<file path="src/verilog/l2a_pkg.sv">
package l2a_pkg;

  // Word address of second-level RAM (64 Kbytes of 32-bit words)
  localparam int ADDR_W = 14;

  // Four banks, 64 bits wide: two words per bank row
  localparam int BANK_N = 4;
  localparam int BANK_W = 2;
  localparam int BANK_LSB = 1;

  // Aligned blocks of 32 words
  localparam int BLOCK_WORDS = 32;
  localparam int BLOCK_LSB = 5;

  // Store ports of the data cache
  localparam int STORE_PORTS = 2;

  // Worst-case block write by the data cache, in cycles
  localparam int STALL_CYCLES = 256;
  localparam int CNT_W = 9;
  localparam logic [CNT_W-1:0] STALL_LIMIT = 9'h100;
  localparam logic [CNT_W-1:0] CNT_RESET = 9'h000;

  typedef struct packed {
    logic valid;
    logic [ADDR_W-1:0] addr;
  } l2a_req_s;

  typedef struct packed {
    logic [CNT_W-1:0] stall_cnt;
  } l2a_state_s;

endpackage

</file>
<file path="src/verilog/l2a_port_cmp.sv">
`timescale 1ns/1ps
module l2a_port_cmp
  import l2a_pkg::*;
(
  // Clock and reset, used by checks only
  input wire logic clock,
  input wire logic rst_n,
  // Addresses compared
  input wire logic [ADDR_W-1:0] a_addr,
  input wire logic [ADDR_W-1:0] b_addr,
  // Results
  output logic same_bank,
  output logic same_block
);

  // Bank from the 64-bit group index
  assign same_bank = a_addr[BANK_LSB +: BANK_W] == b_addr[BANK_LSB +: BANK_W];
  // Block from the 32-word aligned index
  assign same_block = a_addr[ADDR_W-1:BLOCK_LSB] == b_addr[ADDR_W-1:BLOCK_LSB];
endmodule

</file>
<file path="src/verilog/l2a_arbiter.sv">
`timescale 1ns/1ps
// Function
// - With the priority bit set, crossbar requests win bank conflicts against data-cache stores in other 32-word blocks.
// - With the priority bit clear, data-cache stores win every bank conflict, without bound.
// - Same-block checks use 32-word blocks aligned on 32-word boundaries.
// - A conflict inside one 32-word block goes to the data cache, with the priority bit set only until the stall limit.
// - With the priority bit set, the same-block stall of the crossbar ends after at most 256 cycles.
// - RAM is four 64-bit banks, successive 64-bit groups in successive banks.
// - A conflict is two requests to one bank in one cycle; different banks proceed together.
// - Up to two stores per cycle, each arbitrated as a separate access.
module l2a_arbiter
  import l2a_pkg::*;
(
  // Clock and reset
  input wire logic clock,
  input wire logic rst_n,
  // Priority bit of cache_config_register
  input wire logic xbar_priority,
  // Transfer crossbar port
  input wire l2a_req_s xbar_req,
  output logic xbar_gnt,
  // Data cache store ports
  input wire l2a_req_s [STORE_PORTS-1:0] dcache_req,
  output logic [STORE_PORTS-1:0] dcache_gnt,
  // Status
  output logic [CNT_W-1:0] xbar_stall_cycles,
  output logic same_block_hold
);

  l2a_state_s st_r;
  l2a_state_s st_nxt;
  logic [STORE_PORTS-1:0] bank_hit;
  logic [STORE_PORTS-1:0] block_hit;
  logic [STORE_PORTS-1:0] conflict;
  logic [STORE_PORTS-1:0] xb_wins;
  logic [STORE_PORTS-1:0] live;
  logic pair_bank;
  logic expired;
  logic hold;

  // Per-store compare against the crossbar address
  l2a_port_cmp u_cmp0 (
    .clock(clock),
    .rst_n(rst_n),
    .a_addr(dcache_req[0].addr),
    .b_addr(xbar_req.addr),
    .same_bank(bank_hit[0]),
    .same_block(block_hit[0])
  );

  l2a_port_cmp u_cmp1 (
    .clock(clock),
    .rst_n(rst_n),
    .a_addr(dcache_req[1].addr),
    .b_addr(xbar_req.addr),
    .same_bank(bank_hit[1]),
    .same_block(block_hit[1])
  );

  // Two stores to one bank go one after the other
  assign pair_bank = dcache_req[0].addr[BANK_LSB +: BANK_W]
                     == dcache_req[1].addr[BANK_LSB +: BANK_W];

  always_comb begin
    st_nxt = st_r;
    expired = st_r.stall_cnt >= STALL_LIMIT;
    // Store queued behind the other in its bank does not compete
    live[0] = dcache_req[0].valid;
    live[1] = dcache_req[1].valid & ~(dcache_req[0].valid & pair_bank);
    for (int i = 0; i < STORE_PORTS; i++) begin
      conflict[i] = live[i] & xbar_req.valid & bank_hit[i];
      xb_wins[i] = xbar_priority & (~block_hit[i] | expired);
      dcache_gnt[i] = live[i] & ~(conflict[i] & xb_wins[i]);
    end
    hold = xbar_req.valid & xbar_priority & ~expired & |(conflict & block_hit);
    xbar_gnt = xbar_req.valid & ~|(conflict & ~xb_wins);
    // Count same-block stall cycles; cleared once the crossbar moves
    if (hold) begin
      st_nxt.stall_cnt = st_r.stall_cnt + 9'h001;
    end else begin
      st_nxt.stall_cnt = CNT_RESET;
    end
  end

  always_ff @(posedge clock or negedge rst_n) begin
    if (!rst_n) begin
      st_r <= '{stall_cnt: CNT_RESET};
    end else begin
      st_r <= st_nxt;
    end
  end

  assign xbar_stall_cycles = st_r.stall_cnt;
  assign same_block_hold = st_r.stall_cnt != CNT_RESET;
endmodule

</file>
<file path="config.mk">
export PLATFORM = sky130hd
export DESIGN_NAME = l2a_arbiter
export DESIGN_NICKNAME = d
export VERILOG_FILES = /design/src/verilog/l2a_pkg.sv /design/src/verilog/l2a_port_cmp.sv /design/src/verilog/l2a_arbiter.sv
export SDC_FILE = /design/constraint.sdc
export NUM_CORES = 1
export LEC_CHECK = 0
export BUFFER_PORTS_ARGS = -buffer_cell sky130_fd_sc_hd__buf_4
export CORE_MARGIN = 1.5
export CORE_UTILIZATION = 40
export CTS_CLUSTER_DIAMETER = 100
export DETAILED_ROUTE_END_ITERATION = 10
export PLACE_DENSITY = 0.9
export SLEW_MARGIN = 20
export SYNTH_ARGS = -nofsm -noshare
export SYNTH_HDL_FRONTEND = slang
export SYNTH_SLANG_ARGS = --single-unit
</file>
<file path="constraint.sdc">
create_clock -name clock -period 2.8 [get_ports clock]
set_input_delay 0.56 -clock clock [delete_from_list [all_inputs] [get_ports clock]]
set_output_delay 0.56 -clock clock [all_outputs]
set_load 0.02 [all_outputs]
</file>
* Word level (Yosys, flattened, before mapping)
Cells that the tools add are included.
** Word-level totals
- Flip-flop bits (word level) :: 9
- Logic and storage cells :: 40
** Cells by class
- $add $sub $neg :: 1
- Magnitude comparators :: 1
- Equal/unequal tests :: 5
- Multiplexer cells :: 1
- Bitwise gates (word level) :: 27
- Reduce and logical (&&, ||, !) cells :: 4
** Operators by type and width (count)
- $eq A9 B9 Y1 :: 2
- $and A1 B1 Y1 :: 16
- $add A9 B1 Y9 const B :: 1
- $ge A9 B9 Y1 const B :: 1
- $mux W9 :: 1
- $reduce_bool A9 Y1 :: 1
- $eq A2 B2 Y1 :: 3
- $not A1 Y1 :: 6
- $and A2 B2 Y2 :: 2
- $reduce_or A2 Y1 :: 2
- $not A2 Y2 :: 1
- $or A1 B1 Y1 :: 2
- $logic_not A1 Y1 :: 1

* Longest topological paths before layout
- Word-level depth :: 10
- Depth in mapped cells :: 5

* Hierarchy
A second synthesis with hierarchy kept.
** Second synthesis, totals
- Cells, all modules :: 89
- Area total of the unflattened synthesis :: 797.0 um^2
** Modules (own cells, without submodules)
- l2a_arbiter :: instances 1, cells an instance 59, area each 549.3 um^2
- l2a_port_cmp :: instances 2, cells an instance 15, area each 123.9 um^2

* Least setup slack after synthesis
Ideal clock, no wire load.
- Path kind :: in2out
- Start :: input dcache_req[2] (netlist name)
- End :: output xbar_gnt
- Data arrival time :: 1.683 ns
- Data required time :: 2.240 ns
- Setup slack :: 0.557 ns
- Cell stages on the path :: 5
- Path buffers :: 0
- Cell sequence :: xnor2_1 -> nand3_1 -> and4_1 -> o21bai_1 -> a211oi_1
** On the way
- Cells in the longest elaborated chain, start to end :: 10
- Elaborated cells on any way between the ends :: 12
- Those cells by class :: 2 x eq/ne; 8 x bitwise; 2 x reduce/logical
** RTL lines
- start, declared :: line l2a_arbiter.sv:23 : input wire l2a_req_s [STORE_PORTS-1:0] dcache_req,
- $eq A2 B2 Y1 :: line l2a_arbiter.sv:62 : == dcache_req[1].addr[BANK_LSB +: BANK_W];
- $and A1 B1 Y1 :: line l2a_arbiter.sv:69 : live[1] = dcache_req[1].valid & ~(dcache_req[0].valid & pair_bank);
- $not A1 Y1 :: line l2a_arbiter.sv:69
- $and A1 B1 Y1 :: line l2a_arbiter.sv:69
- $and A1 B1 Y1 (2 in a row) :: line l2a_arbiter.sv:71 : conflict[i] = live[i] & xbar_req.valid & bank_hit[i];
- $and A2 B2 Y2 * :: line l2a_arbiter.sv:76 : xbar_gnt = xbar_req.valid & ~|(conflict & ~xb_wins);
- $reduce_or A2 Y1 * :: line l2a_arbiter.sv:76
- $logic_not A1 Y1 * :: line l2a_arbiter.sv:76
- $and A1 B1 Y1 * :: line l2a_arbiter.sv:76
- end, declared :: line l2a_arbiter.sv:21 : output logic xbar_gnt,
Every way passes the cells marked *; elsewhere a longest branch is shown, timed or not.

* Final worst setup path
- Start :: input xbar_req[12] (netlist name)
- End :: output dcache_gnt[1]
** On the way
- Cells in the longest elaborated chain, start to end :: 7
** RTL lines
- start, declared :: line l2a_arbiter.sv:20 : input wire l2a_req_s xbar_req,
- $eq A9 B9 Y1 :: line l2a_port_cmp.sv:19 : assign same_block = a_addr[ADDR_W-1:BLOCK_LSB] == b_addr[ADDR_W-1:BLOCK_LSB];
- $not A1 Y1 :: line l2a_arbiter.sv:72 : xb_wins[i] = xbar_priority & (~block_hit[i] | expired);
- $or A1 B1 Y1 :: line l2a_arbiter.sv:72
- $and A1 B1 Y1 :: line l2a_arbiter.sv:72
- $and A1 B1 Y1 :: line l2a_arbiter.sv:73 : dcache_gnt[i] = live[i] & ~(conflict[i] & xb_wins[i]);
- $not A1 Y1 :: line l2a_arbiter.sv:73
- $and A1 B1 Y1 :: line l2a_arbiter.sv:73
- end, declared :: line l2a_arbiter.sv:24 : output logic [STORE_PORTS-1:0] dcache_gnt,
Every way passes these cells.

==> run_results.csv <==
group,metric,value,unit
logic_synthesis,synthFlopType,"dfrtp_1",
detailed_routing,dr.pass1.iters,4,
floorplan,start_util,44.03,%
setup_path,worstSetupStartpoint,"xbar_req[12]",
final_layout,fill_cells,154,
final_layout,layout_common_cells,"buf_4 (51), xor2_1 (16), xnor2_1 (14)",
clock_network,insertion_delay,0.27,ns
final_layout,layout.nets,193,
detailed_routing,drt_wl_total,2065,um
final_layout,finish.utilization,68.47,%
logic_synthesis,synthMuxAreaShare,0,%
detailed_routing,vias_per_cell,5.024,
sta,fin_tns_setup,0,ns
setup_path,crit_required,2.24,ns
run,maxCapViolCount,0,
clock_network,cts_resized,0,
floorplan,die_area,0.002259,sq mm
placement,io_buffers,51,
logic_synthesis,yosys_warnings,0,
clock_network,cts-root-buf,"clkbuf_4",
logic_synthesis,syn_inst,87,
grt,track_usage,20.63,%
clock_network,cts_setup_buffers,0,
final_layout,layout_commonest_cell,"buf_4",
clock_network,cts_buffers,3,
final_layout,syn2layout_area_growth,55.52,%
final_layout,drive_gt1_share,40.85,%
placement,dp.final_hpwl,1731,um
clock_network,cts.sinks,9,
logic_synthesis,avgSynthCellArea,9.118,sq um
detailed_routing,vias,839,
final_layout,seq_area,225.2,sq um
logic_synthesis,synth_compound_area_share,5.205,%
power_and_ir_drop,power_density,276.1,mW/mm^2
sta,finalHoldViolations,0,
logic_synthesis,yosysSeqAreaShare,28.39,%
setup_path,arrival,1.80,ns
logic_synthesis,async_flop_share,100.0,%
floorplan,core_area,0.001802,sq mm
final_layout,multiInputGateArea,556.8,sq um
setup_path,cp-start-kind,"input pin",
final_layout,antennaDiodeCount,0,
power_and_ir_drop,ir_worst_vdd,189.8,uV
sta,period_needed,2.360,ns
sta,rsz0062_at_grt,"false",
grt,antenna_found_initial,0,
worst_hold_path,hp-class,"input pin to asynchronous set/reset pin",
floorplan,io_pins,61,
sta,slew_headroom,72.18,%
clock_network,cts_hold_buf,0,
sta,maxSlewViolCount,0,
placement,gp_congestion,0.8352,
logic_synthesis,synthAdderAreaFrac,3.155,%
grt,grt_overflow_total,0,
setup_path,rr_worst_depth,4,
setup_path,timing.rr.start,"xbar_stall_cycles[8]$_DFF_PN0_",
grt,grt_pass1_wl,3146,um
detailed_routing,wl_per_cell,12.37,um
logic_synthesis,synth_edf_count,0,
detailed_routing,drtIter0Drc,13,
logic_synthesis,ys_ff_latch,9,
logic_synthesis,synth_simple_gate_area_share,28.71,%
logic_synthesis,synth_nets,137,
sta,finalHoldWorstSlack,0.1011,ns
sta,finalSetupViolations,0,
logic_synthesis,synth_top_family_by_area,"XOR/XNOR gates",
logic_synthesis,synthesis.area,793.3,sq um
detailed_routing,drtAntennaViolNets,0,
sta,period_share,84.29,%
floorplan,rows,15,
clock_network,clockBufferDepth,2,
grt,grt_max_degree,11,
detailed_routing,post-route-drc-count,0,
power_and_ir_drop,power,340.6,uW
run_status,status,"finished clean",
floorplan,die_w,47.53,um
sta,fmax,423.7,MHz
clock_network,cts_tree,"done",
floorplan,chipHeight,47.53,um
setup_path,path_class,"input pin to primary output",
clock_network,clk_pin_slew,0.06,ns
setup_path,setup.worst_path.end_class,"primary output",
logic_synthesis,yosysUniqueCellTypes,25,
clock_network,htreeDepth,1,
sta,fin_skew,0.001154,ns
logic_synthesis,synth-xor-area-share,33.12,%
power_and_ir_drop,p_leak,0.0005754,uW
grt,grt_pass1_vias,776,
sta,worstMarginPinSlew,0.4173,ns
final_layout,largest_reg_flops,9,
setup_path,cp_max_fo,2,
[report_power, final]
| part | total (uW) | switching [uW] | internal, uW |
|---|---|---|---|
| Combinational | 109 | 47.2 | 62.0 |
| Sequential | 130 | 0.00396 | 130 |
| Clock | 101 | 46.3 | 55.0 |
| Total | 341 | 93.5 | 247 |
[layer usage]
layer | track usage, % | wire [um] | vias up | part of all wire, %
met5 | 0 | 0 | - | 0
met4 | 11.35 | 46 | 0 | 2.2
met3 | 5.660 | 138 | 4 | 6.7
met2 | 34.86 | 1071 | 31 | 52
met1 | 23.50 | 809 | 384 | 39
li1 | - | - | 420 | -
[logic make-up (layout without fill, tap and decap cells)]
logic type / after synthesis / in the layout
compound gates: 5 / 5
xor+xnor: 30 / 30
fa+ha+maj: 2 / 2
buf+inv: 3 / 58
flops: 9 / 9
simple gates: 38 / 38
[critical path, cell delays in order]
cell     delay [ns]
buf_4          0.12
xor2_1         0.15
nor4_1         0.37
nand3_1        0.17
a41oi_1        0.25
buf_4          0.17
[through the flow]
| step | cell area [sq um] | setup WS (ns) | std cells |
|---|---|---|---|
| 2_1_floorplan | 793.3 | 0.5567 | 87 |
| 3_3_place_gp | 1207 | 0.4620 | 163 |
| 3_5_place_dp | 1207 | 0.4563 | 163 |
| 4_1_cts | 1234 | 0.4377 | 167 |
| 5_1_grt | 1234 | 0.3232 | 167 |
| 6_report | 1234 | 0.4400 | 167 |
[final timing paths]
check,to,slack (ns)
setup / recovery,dcache_gnt[1],0.44
hold / removal,xbar_stall_cycles[1]$_DFF_PN0_,0.10
setup reg to reg,xbar_stall_cycles[8]$_DFF_PN0_,1.33
hold reg to reg,xbar_stall_cycles[0]$_DFF_PN0_,0.58
max in group asynchronous,xbar_stall_cycles[3]$_DFF_PN0_,2.56
min in group clock,xbar_stall_cycles[0]$_DFF_PN0_,0.58
[final cells by class]
cell class              count  area share (%)
clock buffers               4           2.130
inverters                   3          0.9128
well taps                  25           2.536
flip-flops and latches      9           18.26
repair buffers             51           31.03
multi-input cells          75           45.13
[synth_stat cells (2+ instances only)]
master / instances / area (sq um)
ha_1: 2 / 25.02
nor3_1: 8 / 40.04
xnor2_1: 14 / 122.6
inv_1: 3 / 11.26
xor2_1: 16 / 140.1
nand2_1: 7 / 26.28
nand4_1: 4 / 25.02
nand3_1: 5 / 25.02
nor4_1: 3 / 18.77
dfrtp_1: 9 / 225.2
nor2_1: 2 / 7.510
Note: power is estimated with default switching activity, not from simulation.
